## src/logic/sysctl_pkg.sv

```systemverilog
// Constants, field layouts and codes for the system control registers.
//
// Contract
// Calibration counts fast cycles over two slow periods.
// Two 5-bit pin selectors, reset zero, 0x01 interrupt.
// Code 0x02 frames first slot start to last end.
// Codes 0x05/0x06/0x07 copy LED pulses A/B/both.
// Codes 0x0C/0x0D/0x0E flag data cycles.
// Code 0x0F toggles pin once per sample.
// Codes 0x10/0x11 constant levels, 0x13 slow clock.
// Code 0x00 gives legacy pin behaviour.
// Host programs only listed pin codes.
// Address change gated by unlock code and pins.
// Host writes 0xAD key byte with address.
// Soft reset bit resets device, self clears.
// Reset write acknowledged, then defaults and standby.
// Two-bit mode: standby, program, normal; resets standby.
// Host writes reserved zero, never mode three.
package sysctl_pkg;

  // ----------------------------------------------------------------------
  // Register offsets
  // ----------------------------------------------------------------------
  localparam logic [7:0] OFS_TARGET_ADDR = 8'h09;
  localparam logic [7:0] OFS_OSC_RATIO   = 8'h0A;
  localparam logic [7:0] OFS_PIN_FUNC    = 8'h0B;
  localparam logic [7:0] OFS_UNLOCK      = 8'h0D;
  localparam logic [7:0] OFS_SOFT_RESET  = 8'h0F;
  localparam logic [7:0] OFS_MODE        = 8'h10;

  // ----------------------------------------------------------------------
  // Field layouts and reset values
  // ----------------------------------------------------------------------
  localparam int         RATIO_W         = 12;
  localparam int         FUNC_W          = 5;
  localparam int         PIN1_LSB        = 8;
  localparam int         PIN0_LSB        = 0;
  localparam int         ADDR_W          = 7;
  localparam int         ADDR_LSB        = 1;
  localparam int         KEY_LSB         = 8;
  localparam logic [7:0] ADDR_KEY_BYTE   = 8'hAD;
  localparam logic [6:0] ADDR_RESET      = 7'h64;
  localparam logic [15:0] UNLOCK_RESET   = 16'h0000;
  localparam logic [FUNC_W-1:0] FUNC_RESET = 5'h00;
  localparam int         SOFT_RESET_BIT  = 0;
  localparam logic [1:0] MODE_STANDBY    = 2'h0;
  localparam logic [1:0] MODE_PROGRAM    = 2'h1;
  localparam logic [1:0] MODE_NORMAL     = 2'h2;

  // ----------------------------------------------------------------------
  // Unlock codes
  // ----------------------------------------------------------------------
  localparam logic [15:0] UNLOCK_ALWAYS  = 16'h04AD;
  localparam logic [15:0] UNLOCK_PIN0    = 16'h44AD;
  localparam logic [15:0] UNLOCK_PIN1    = 16'h84AD;
  localparam logic [15:0] UNLOCK_BOTH    = 16'hC4AD;

  // ----------------------------------------------------------------------
  // Pin function codes
  // ----------------------------------------------------------------------
  localparam logic [4:0] FN_LEGACY       = 5'h00;
  localparam logic [4:0] FN_INTERRUPT    = 5'h01;
  localparam logic [4:0] FN_FRAME        = 5'h02;
  localparam logic [4:0] FN_PULSE_A      = 5'h05;
  localparam logic [4:0] FN_PULSE_B      = 5'h06;
  localparam logic [4:0] FN_PULSE_AB     = 5'h07;
  localparam logic [4:0] FN_DATA_A       = 5'h0C;
  localparam logic [4:0] FN_DATA_B       = 5'h0D;
  localparam logic [4:0] FN_DATA_ANY     = 5'h0E;
  localparam logic [4:0] FN_TOGGLE       = 5'h0F;
  localparam logic [4:0] FN_LOW          = 5'h10;
  localparam logic [4:0] FN_HIGH         = 5'h11;
  localparam logic [4:0] FN_SLOW_CLK     = 5'h13;

  typedef enum logic [1:0] {SR_IDLE, SR_ACTIVE} soft_state_t;
  typedef enum logic [1:0] {CAL_IDLE, CAL_ARM, CAL_COUNT} cal_state_t;

endpackage

```

## src/logic/cal_if.sv

```systemverilog
// Interface between the register block and the ratio counter.
`timescale 1ns/10ps
`default_nettype none
interface cal_if;
  logic        enable;
  logic        clear;
  logic        fast_edge;
  logic        slow_edge;
  logic [11:0] ratio;

  modport counter (input enable, input clear, input fast_edge,
                   input slow_edge, output ratio);
  modport ctrl    (output enable, output clear, output fast_edge,
                   output slow_edge, input ratio);
endinterface
`default_nettype wire

```

## src/logic/system_control_registers.sv

```systemverilog
// System control registers: calibration, pin functions, unlock, reset, mode.
`timescale 1ns/10ps
`default_nettype none
module system_control_registers (
  input  wire logic        CLK_SYS,
  input  wire logic        RSTN,
  input  wire logic [7:0]  REG_ADDR,
  input  wire logic [15:0] REG_WDATA,
  input  wire logic        REG_WR,
  input  wire logic        REG_RD,
  output logic [15:0]      REG_RDATA,
  input  wire logic        FAST_OSC_CLK,
  input  wire logic        SLOW_OSC_CLK,
  input  wire logic        FAST_OSC_CAL_ENABLE,
  input  wire logic        INTR_LEVEL,
  input  wire logic        LEGACY_INT,
  input  wire logic        LEGACY_DATA,
  input  wire logic        SAMPLE_FRAME,
  input  wire logic        SLOT_A_PULSE,
  input  wire logic        SLOT_B_PULSE,
  input  wire logic        DATA_CYCLE_A,
  input  wire logic        DATA_CYCLE_B,
  input  wire logic        SAMPLE_DONE,
  input  wire logic        GENERAL_PIN_0_IN,
  input  wire logic        GENERAL_PIN_1_IN,
  output logic             GENERAL_PIN_0_OUT,
  output logic             GENERAL_PIN_1_OUT,
  output logic             GENERAL_PIN_0_OE_N,
  output logic             GENERAL_PIN_1_OE_N,
  output logic [6:0]       BUS_TARGET_ADDRESS,
  output logic [1:0]       MODE,
  output logic             SOFT_RESET_OUT
);
  import sysctl_pkg::*;

  cal_if cal ();

  // ----------------------------------------------------------------------
  // Synchronisers for pins and oscillators
  // ----------------------------------------------------------------------
  localparam int SYNC_N = 4;
  logic [SYNC_N-1:0] sync_a_reg, sync_b_reg;
  logic [SYNC_N-1:0] sync_a_next, sync_b_next;
  logic [1:0]        sync_c_reg, sync_c_next;
  logic              pin0_lvl, pin1_lvl, fast_lvl, slow_lvl;

  always_comb begin
    sync_a_next = {SLOW_OSC_CLK, FAST_OSC_CLK,
                   GENERAL_PIN_1_IN, GENERAL_PIN_0_IN};
    sync_b_next = sync_a_reg;
    sync_c_next = sync_b_reg[3:2];
  end

  always_ff @(posedge CLK_SYS or negedge RSTN) begin
    if (!RSTN) begin
      sync_a_reg <= '0;
      sync_b_reg <= '0;
      sync_c_reg <= '0;
    end else begin
      sync_a_reg <= sync_a_next;
      sync_b_reg <= sync_b_next;
      sync_c_reg <= sync_c_next;
    end
  end

  assign pin0_lvl = sync_b_reg[0];
  assign pin1_lvl = sync_b_reg[1];
  assign fast_lvl = sync_b_reg[2];
  assign slow_lvl = sync_b_reg[3];

  // ----------------------------------------------------------------------
  // Register file and soft reset
  // ----------------------------------------------------------------------
  soft_state_t          sr_reg, sr_next;
  logic [FUNC_W-1:0]    func0_reg, func0_next, func1_reg, func1_next;
  logic [15:0]          unlock_reg, unlock_next;
  logic [ADDR_W-1:0]    addr_reg, addr_next;
  logic [1:0]           mode_reg, mode_next;
  logic [15:0]          rdata_reg, rdata_next;
  logic                 unlock_ok;

  always_comb begin
    case (unlock_reg)
      UNLOCK_ALWAYS: unlock_ok = 1'b1;
      UNLOCK_PIN0:   unlock_ok = pin0_lvl;
      UNLOCK_PIN1:   unlock_ok = pin1_lvl;
      UNLOCK_BOTH:   unlock_ok = pin0_lvl & pin1_lvl;
      default:       unlock_ok = 1'b0;
    endcase
  end

  always_comb begin
    sr_next     = sr_reg;
    func0_next  = func0_reg;
    func1_next  = func1_reg;
    unlock_next = unlock_reg;
    addr_next   = addr_reg;
    mode_next   = mode_reg;
    rdata_next  = rdata_reg;
    if (REG_RD) begin
      rdata_next = '0;
      if (REG_ADDR == OFS_TARGET_ADDR) begin
        rdata_next[ADDR_LSB +: ADDR_W] = addr_reg;
      end else if (REG_ADDR == OFS_OSC_RATIO) begin
        rdata_next[RATIO_W-1:0] = cal.ratio;
      end else if (REG_ADDR == OFS_PIN_FUNC) begin
        rdata_next[PIN1_LSB +: FUNC_W] = func1_reg;
        rdata_next[PIN0_LSB +: FUNC_W] = func0_reg;
      end else if (REG_ADDR == OFS_UNLOCK) begin
        rdata_next = unlock_reg;
      end else if (REG_ADDR == OFS_SOFT_RESET) begin
        rdata_next[SOFT_RESET_BIT] = (sr_reg == SR_ACTIVE);
      end else if (REG_ADDR == OFS_MODE) begin
        rdata_next[1:0] = mode_reg;
      end
    end
    case (sr_reg)
      SR_IDLE: begin
        if (REG_WR) begin
          if (REG_ADDR == OFS_TARGET_ADDR) begin
            // A key byte other than the documented one leaves it alone.
            if (unlock_ok &&
                REG_WDATA[KEY_LSB +: 8] == ADDR_KEY_BYTE) begin
              addr_next = REG_WDATA[ADDR_LSB +: ADDR_W];
            end
          end else if (REG_ADDR == OFS_PIN_FUNC) begin
            func1_next = REG_WDATA[PIN1_LSB +: FUNC_W];
            func0_next = REG_WDATA[PIN0_LSB +: FUNC_W];
          end else if (REG_ADDR == OFS_UNLOCK) begin
            unlock_next = REG_WDATA;
          end else if (REG_ADDR == OFS_SOFT_RESET) begin
            if (REG_WDATA[SOFT_RESET_BIT]) begin
              sr_next = SR_ACTIVE;
            end
          end else if (REG_ADDR == OFS_MODE) begin
            mode_next = REG_WDATA[1:0];
          end
        end
      end
      default: begin
        // The write has already been accepted, so the defaults land after.
        sr_next     = SR_IDLE;
        func0_next  = FUNC_RESET;
        func1_next  = FUNC_RESET;
        unlock_next = UNLOCK_RESET;
        addr_next   = ADDR_RESET;
        mode_next   = MODE_STANDBY;
      end
    endcase
  end

  always_ff @(posedge CLK_SYS or negedge RSTN) begin
    if (!RSTN) begin
      sr_reg     <= SR_IDLE;
      func0_reg  <= FUNC_RESET;
      func1_reg  <= FUNC_RESET;
      unlock_reg <= UNLOCK_RESET;
      addr_reg   <= ADDR_RESET;
      mode_reg   <= MODE_STANDBY;
      rdata_reg  <= '0;
    end else begin
      sr_reg     <= sr_next;
      func0_reg  <= func0_next;
      func1_reg  <= func1_next;
      unlock_reg <= unlock_next;
      addr_reg   <= addr_next;
      mode_reg   <= mode_next;
      rdata_reg  <= rdata_next;
    end
  end

  assign REG_RDATA          = rdata_reg;
  assign BUS_TARGET_ADDRESS = addr_reg;
  assign MODE               = mode_reg;
  assign SOFT_RESET_OUT     = (sr_reg == SR_ACTIVE);

  // ----------------------------------------------------------------------
  // Oscillator ratio measurement
  // ----------------------------------------------------------------------
  assign cal.enable    = FAST_OSC_CAL_ENABLE;
  assign cal.clear     = (sr_reg == SR_ACTIVE);
  assign cal.fast_edge = fast_lvl & ~sync_c_reg[0];
  assign cal.slow_edge = slow_lvl & ~sync_c_reg[1];

  osc_ratio_counter u_ratio (
    .CLK_SYS (CLK_SYS),
    .RSTN    (RSTN),
    .cal     (cal)
  );

  // ----------------------------------------------------------------------
  // Pin function multiplexers
  // ----------------------------------------------------------------------
  logic [1:0] pin_out_reg, pin_out_next;
  logic [1:0] pin_oe_n_reg, pin_oe_n_next;
  logic [1:0] toggle_reg, toggle_next;
  logic [FUNC_W-1:0] fsel;
  logic              legacy;

  always_comb begin
    pin_out_next  = pin_out_reg;
    pin_oe_n_next = pin_oe_n_reg;
    toggle_next   = toggle_reg;
    fsel          = func0_reg;
    legacy        = LEGACY_INT;
    for (int i = 0; i < 2; i++) begin
      fsel   = (i == 0) ? func0_reg : func1_reg;
      legacy = (i == 0) ? LEGACY_INT : LEGACY_DATA;
      if (SAMPLE_DONE && fsel == FN_TOGGLE) begin
        toggle_next[i] = ~toggle_reg[i];
      end
      pin_oe_n_next[i] = 1'b0;
      case (fsel)
        FN_LEGACY:    pin_out_next[i] = legacy;
        FN_INTERRUPT: pin_out_next[i] = INTR_LEVEL;
        FN_FRAME:     pin_out_next[i] = SAMPLE_FRAME;
        FN_PULSE_A:   pin_out_next[i] = SLOT_A_PULSE;
        FN_PULSE_B:   pin_out_next[i] = SLOT_B_PULSE;
        FN_PULSE_AB:  pin_out_next[i] = SLOT_A_PULSE | SLOT_B_PULSE;
        FN_DATA_A:    pin_out_next[i] = DATA_CYCLE_A;
        FN_DATA_B:    pin_out_next[i] = (i == 0)
                                      ? (DATA_CYCLE_A | DATA_CYCLE_B)
                                      : DATA_CYCLE_B;
        FN_DATA_ANY:  pin_out_next[i] = DATA_CYCLE_A | DATA_CYCLE_B;
        FN_TOGGLE:    pin_out_next[i] = toggle_next[i];
        FN_LOW:       pin_out_next[i] = 1'b0;
        FN_HIGH:      pin_out_next[i] = 1'b1;
        FN_SLOW_CLK:  pin_out_next[i] = slow_lvl;
        default: begin
          // Unsupported codes release the pin rather than drive junk.
          pin_out_next[i]  = 1'b0;
          pin_oe_n_next[i] = 1'b1;
        end
      endcase
    end
  end

  always_ff @(posedge CLK_SYS or negedge RSTN) begin
    if (!RSTN) begin
      pin_out_reg  <= '0;
      pin_oe_n_reg <= '1;
      toggle_reg   <= '0;
    end else begin
      pin_out_reg  <= pin_out_next;
      pin_oe_n_reg <= pin_oe_n_next;
      toggle_reg   <= toggle_next;
    end
  end

  assign GENERAL_PIN_0_OUT  = pin_out_reg[0];
  assign GENERAL_PIN_1_OUT  = pin_out_reg[1];
  assign GENERAL_PIN_0_OE_N = pin_oe_n_reg[0];
  assign GENERAL_PIN_1_OE_N = pin_oe_n_reg[1];

endmodule
`default_nettype wire

```

## src/logic/osc_ratio_counter.sv

```systemverilog
// Counter that measures fast oscillator cycles over two slow periods.
`timescale 1ns/10ps
`default_nettype none
module osc_ratio_counter (
  input  wire logic CLK_SYS,
  input  wire logic RSTN,
  cal_if.counter    cal
);
  import sysctl_pkg::*;

  cal_state_t           state_reg, state_next;
  logic [RATIO_W-1:0]   cnt_reg, cnt_next;
  logic                 period_reg, period_next;
  logic [RATIO_W-1:0]   ratio_reg, ratio_next;
  logic [RATIO_W-1:0]   cnt_inc;

  assign cal.ratio = ratio_reg;

  // ----------------------------------------------------------------------
  // Measurement
  // ----------------------------------------------------------------------
  always_comb begin
    state_next  = state_reg;
    cnt_next    = cnt_reg;
    period_next = period_reg;
    ratio_next  = ratio_reg;
    // Saturate so a stuck slow clock never wraps into a plausible value.
    cnt_inc = (cnt_reg == {RATIO_W{1'b1}}) ? cnt_reg
            : cnt_reg + RATIO_W'(cal.fast_edge);
    case (state_reg)
      CAL_IDLE: begin
        if (cal.enable) begin
          state_next = CAL_ARM;
        end
      end
      CAL_ARM: begin
        if (cal.slow_edge) begin
          state_next  = CAL_COUNT;
          cnt_next    = '0;
          period_next = 1'b0;
        end
      end
      default: begin
        cnt_next = cnt_inc;
        if (cal.slow_edge) begin
          if (period_reg) begin
            ratio_next = cnt_inc;
            state_next = CAL_ARM;
          end else begin
            period_next = 1'b1;
          end
        end
      end
    endcase
    if (!cal.enable) begin
      state_next = CAL_IDLE;
    end
    if (cal.clear) begin
      state_next = CAL_IDLE;
      ratio_next = '0;
    end
  end

  always_ff @(posedge CLK_SYS or negedge RSTN) begin
    if (!RSTN) begin
      state_reg  <= CAL_IDLE;
      cnt_reg    <= '0;
      period_reg <= 1'b0;
      ratio_reg  <= '0;
    end else begin
      state_reg  <= state_next;
      cnt_reg    <= cnt_next;
      period_reg <= period_next;
      ratio_reg  <= ratio_next;
    end
  end

endmodule
`default_nettype wire

```

## config.mk

```make
export PLATFORM = sky130hd
export DESIGN_NAME = system_control_registers
export DESIGN_NICKNAME = d
export VERILOG_FILES = /design/src/logic/sysctl_pkg.sv /design/src/logic/cal_if.sv /design/src/logic/system_control_registers.sv /design/src/logic/osc_ratio_counter.sv
export SDC_FILE = /design/constraint.sdc
export NUM_CORES = 1
export LEC_CHECK = 0
export BUFFER_PORTS_ARGS = -buffer_cell sky130_fd_sc_hd__buf_2
export CAP_MARGIN = 30
export CORE_UTILIZATION = 62
export DETAILED_ROUTE_END_ITERATION = 8
export PLACE_DENSITY = 0.86
export SLEW_MARGIN = 20
export SYNTH_ARGS = -nofsm -noshare
export SYNTH_HDL_FRONTEND = slang
export SYNTH_HIERARCHICAL = 1
export SYNTH_SLANG_ARGS = --single-unit
```

## constraint.sdc

```tcl
create_clock -name CLK_SYS -period 2.81 [get_ports CLK_SYS]
set_input_delay 0.281 -clock CLK_SYS [delete_from_list [all_inputs] [get_ports CLK_SYS]]
set_output_delay 0.281 -clock CLK_SYS [all_outputs]
set_load 0.05 [all_outputs]
```

# Word-level counts from Yosys, hierarchy flattened
# Cells that the tools add are included.
# totals
register_bits	96
inputBits	42
output_inout_bits	30
word_cells	173
# classes
n_addsub	1
n_eq_ne	55
mux	68
bitwise_logic	10
n_reduce_logical	22
# ops
operator	count
12-bit two-way mux	7
16-bit two-way mux	5
5-bit two-way mux	10
2-bit two-way mux	21
5-bit by 4-bit == test with 1-bit output (second input constant)	8
8-bit by 4-bit == test with 1-bit output (second input constant)	5
7-bit two-way mux	5
16-bit == test (second input constant)	2
5-bit by 3-bit == test with 1-bit output (second input constant)	6
5-bit == test (second input constant)	6
2-bit inequality test (second input constant)	13
13-bit OR reduction	2
12-bit case mux with 2 select lines	1
16-bit by 11-bit == test with 1-bit output (second input constant)	1
16-bit by 15-bit == test with 1-bit output (second input constant)	1
14-bit two-way mux	1
12-bit by 1-bit adder with 12-bit output	1
12-bit == test (second input constant)	1
1-bit case mux with 12 select lines	1
3-bit AND reduction	4
6-bit AND reduction	2
1-bit case mux with 11 select lines	1
5-bit by 1-bit == test with 1-bit output (second input constant)	2
5-bit by 2-bit == test with 1-bit output (second input constant)	2
other kinds (24)	48

# Logic depth before layout (Yosys ltp)
# logic_depth
word_depth	8
depth_mapped	8
depth_no_buf	7

# Cells and area by module
# Netlist, hierarchy kept.
# by_module_without_submodules
mod	instances	cells_per_inst	area_per_inst_um2	seq_area_each_um2
system_control_registers	1	354	3528.4	1707.9
osc_ratio_counter	1	160	1448.9	675.6

# Least setup slack after synthesis
# No wires, ideal clock.
# synth_timing
kind	reg2reg
startpoint	register sync_b_reg[2]
endpoint	register u_ratio.ratio_reg[10] (netlist: u_ratio/cal.ratio[10])
setup_ns	0.137
arrival_ns	1.674
t_required_ns	2.673
path_slack_ns	0.999
stages_incl_launch_ff	9
path_cell_list	dfrtp_1 nor2b_1 ha_1 ha_1 nand3_1 clkbuf_1 nor4_1 nor4_1 nor3_1
# synth_between
elab_chain_cells	7
# synth_lines
element	line_no	rtl
start: declaration	system_control_registers.sv:42	logic [SYNC_N-1:0] sync_a_reg, sync_b_reg;
start signal: assignment	system_control_registers.sv:61	sync_b_reg <= sync_b_next;
1-bit AND	system_control_registers.sv:182	assign cal.fast_edge = fast_lvl & ~sync_c_reg[0];
named net cal.fast_edge	cal_if.sv:7	logic fast_edge;
12-bit by 1-bit adder with 12-bit output	osc_ratio_counter.sv:29	: cnt_reg + RATIO_W'(cal.fast_edge);
12-bit two-way mux	osc_ratio_counter.sv:28	cnt_inc = (cnt_reg == {RATIO_W{1'b1}}) ? cnt_reg
12-bit two-way mux	osc_ratio_counter.sv:46	if (period_reg) begin
12-bit two-way mux	osc_ratio_counter.sv:45	if (cal.slow_edge) begin
12-bit two-way mux	osc_ratio_counter.sv:30	case (state_reg)
12-bit two-way mux	osc_ratio_counter.sv:58	if (cal.clear) begin
end signal: assignment	osc_ratio_counter.sv:74	ratio_reg <= ratio_next;
end: declaration	osc_ratio_counter.sv:14	logic [RATIO_W-1:0] ratio_reg, ratio_next;
# The timed path passes the listed nets, and every way through them passes these cells. The select of a mux whose other input is x is not followed.
# A chain may end at the register's enable or synchronous reset.

# Worst setup path after layout
# layout_timing
startpoint	register u_ratio.cnt_reg[5]
endpoint	register u_ratio.ratio_reg[8] (netlist: u_ratio/cal.ratio[8])
# layout_between
elab_chain_cells	6
elab_cells_between_ends	7
# layout_lines
element	line_no	rtl
start: declaration	osc_ratio_counter.sv:12	logic [RATIO_W-1:0] cnt_reg, cnt_next;
start signal: assignment	osc_ratio_counter.sv:72	cnt_reg <= cnt_next;
12-bit by 1-bit adder with 12-bit output / 12-bit == test (equally long branches)	osc_ratio_counter.sv:29, osc_ratio_counter.sv:28	
12-bit two-way mux *	osc_ratio_counter.sv:28	
12-bit two-way mux *	osc_ratio_counter.sv:46	
12-bit two-way mux *	osc_ratio_counter.sv:45	
12-bit two-way mux *	osc_ratio_counter.sv:30	
12-bit two-way mux *	osc_ratio_counter.sv:58	
# Mark *: on every way between the ends. The rest lies on a longest branch, timed or not. The select of a mux whose other input is x is not followed.

==> qor.txt <==
status = finished clean
worst-path cell chain = nand4_2 > nor4_4 > buf_4 > nor2_1 > a311oi_1
DR vias = 4372
Die ar. = 8391 sq um
commonest cells in the netlist = dfrtp_1, nor2_1, mux2i_1
I/O Pins = 72
element type at the critical path start = register
final hold vios = 0
WP data required = 3.06 ns
WS Path Type = reg -> reg
CTS HTree Levels = 3
NetSw = 911.2 uW
CP top delay family = simple AND/OR/NAND/NOR gates
top-area cell type share of the netlist area = 0.4525
Yosys cell types = 65
Post-Syn Nets = 558
cell accounting for the most synthesized area = dfrtp_1
drt drc = 0
Leakage = 0.002660 uW
RSZ-0062 raised after global routing = no
CTS root buffer = clkbuf_8
Final Skew = 0.01505 ns
vias in the first global route = 4107
Post-Synthesis Cell Area = 4977 sq um
EDFF count, synth = 0
CTS resizes = 0
period utilisation layout = 0.8056
combinational share of power = 0.154
Crit path buffers/inverters = 1
syn_area_per_cell = 9.683 sq um
total wire length = 12740 um
area of the core = 7727 sq um
Setup Viol. Count Final = 0
CP Data Arrival Time = 2.52 ns
Ys Warns = 6
num rows = 32
worst slew pin tran = 0.7062 ns
Area contributors post-synth = dfrtp_1, mux2i_1, nor2_1
worst skew pair latency = 0.37 ns
crit-path max FO = 13
min Tclk post-route = 2.264 ns
Die X-Extent = 91.60 um
first-pass GRT wire length = 20800 um
# diodes = 0
Critical Path End Type = register
clock slew at reported path FFs = 0.10 ns
WL/cell = 18.77 um
initial antenna violation count = 0
Synth-to-Final Area Change = 13.20%
register share of total power = 0.516
largest net degree at the start of global routing = 52
VDD IR max = 351.4 uV
Hold Slack = 0.01058 ns
Die H = 91.60 um
sequential share of the synthesized area = 0.4789
max cap viols = 0
layout cells sized above 1 = 0.1958
Slew Limit Fails = 0
Syn Inst Count = 514
initial drt markers = 495
Initial Util = 0.6441
Net Sw Frac = 0.2950
vias per cell = 6.439
Final ANT Viol Nets = 0
First-pass DRT Iterations = 5
Internal = 2178 uW
Top FF cell, synth = dfrtp_1
Detail Placement HPWL = 9093 um
Final Net Count = 616
GRT Total Usage = 0.3196
slowest stage cell on the critical path = nor4_4
Worst path max stage delay = 0.69 ns
Yosys reg bits = 95
Fmax = 441.7 MHz
Hold/Removal Path Class = in -> reg
slew margin rel. = 0.5242
TNS Setup = 0 ns
remaining global-route overflow = 0
most frequent cell after synthesis = dfrtp_1
CTS tree = yes
Clock Sinks = 95
Clk pwr share = 0.331
Port Buf Inserts = 71
PD cells = 548.3 nW/um^2
Async SR Flop Fraction = 1.000
Clock Path Buffers = 2
RD Place Congestion = 0.9636
TritonCTS buffer count = 9
==> through the flow <==
step	util	cells	instance area (sq um)	setup WS, ns	power (uW)
after detailed placement	0.6953	659	5373	0.5819	2078
final	0.7291	679	5634	0.5462	3089
after floorplan	-	514	4977	0.9988	1899
after global routing	0.7291	679	5634	0.3767	3201
after global placement	0.6953	659	5373	0.7364	2057
after CTS	0.7256	676	5607	0.5604	3086
==> final cells by class <==
cell class | instances | area [sq um]
clock buffer | 9 | 123.9
clock inverter | 7 | 100.1
fill | 537 | 2093
inverter | 21 | 78.83
multi-input combinational | 362 | 2352
sequential | 95 | 2384
tap | 102 | 127.6
timing repair buffer | 83 | 467.9
==> path summary, 6_finish.rpt <==
kind / slack (ns) / end / cells past startpoint / from
worst max register to register: 0.55 / u_ratio/cal.ratio[8] / 5 / u_ratio/cnt_reg[5]
worst min register to register: 0.36 / sync_b_reg[1] / 0 / sync_a_reg[1]
worst max-delay path: 0.55 / u_ratio/cal.ratio[8] / 5 / u_ratio/cnt_reg[5]
min in group asynchronous: 0.46 / sync_b_reg[3] / 2 / RSTN
max in group asynchronous: 1.64 / BUS_TARGET_ADDRESS[5] / 3 / RSTN
worst min-delay path: 0.01 / sync_a_reg[0] / 1 / GENERAL_PIN_0_IN
==> worst reg2reg max path: cells and delay by family (launching register included) <==
kind | cells | cell delay, ns
AO/OA/AOI/OAI | 1 | 0.31
buffers and inverters | 1 | 0.29
flip-flops | 1 | 0.48
AND/OR/NAND/NOR | 3 | 1.08
==> layout by cell type, fill, tap and decap left out, types with 5 or more instances in the layout <==
master / Yosys / final
a211oi_1: 5 / 5
a21oi_1: 15 / 15
a22o_1: 5 / 5
a22oi_1: 9 / 9
a311oi_1: 5 / 5
and3_1: 5 / 5
buf_2: 6 / 70
buf_4: 1 / 8
clkbuf_8: 0 / 9
dfrtp_1: 90 / 90
dfstp_2: 5 / 5
inv_1: 21 / 21
mux2_2: 6 / 6
mux2i_1: 35 / 35
nand2_1: 27 / 27
nand2b_1: 28 / 28
nand3_1: 12 / 12
nor2_1: 62 / 62
nor2b_1: 9 / 9
nor3_1: 16 / 16
nor4_1: 8 / 8
o211ai_1: 7 / 7
o21ai_0: 29 / 29
o22ai_1: 7 / 7
o31a_1: 7 / 7
==> cells by family (layout without fill, tap and decap cells) <==
group	Yosys count	count (layout)	synth area share
flops	95	95	0.4789
buf+inv	57	120	0.04852
mux	41	41	0.08396
compound gates	120	120	0.1689
xor+xnor	6	6	0.01056
fa+ha+maj	2	2	0.005027
simple gates	193	193	0.2041
==> power groups by stage <==
| stage | Combinational (uW) | Clock [uW] | Sequential (uW) |
|---|---|---|---|
| after CTS | 469 | 1030 | 1590 |
| after floorplan | 260 | 0 | 1640 |
| after detailed placement | 464 | 0 | 1610 |
| final | 475 | 1020 | 1590 |
| after global placement | 447 | 0 | 1610 |
| after global routing | 516 | 1080 | 1610 |
==> layer usage <==
layer,GRT usage,vias to the layer above,part of all wire
li1,-,1984,-
met1,0.4558,2112,0.42
met2,0.4881,244,0.47
met3,0.06114,32,0.085
met4,0.1164,0,0.023
met5,0,-,0
==> timing repair <==
action,CTS,global route
hold buffers,1,2
setup buffers,0,0
hold endpoints to repair,43,2
Power figures use the tool's default switching activity.
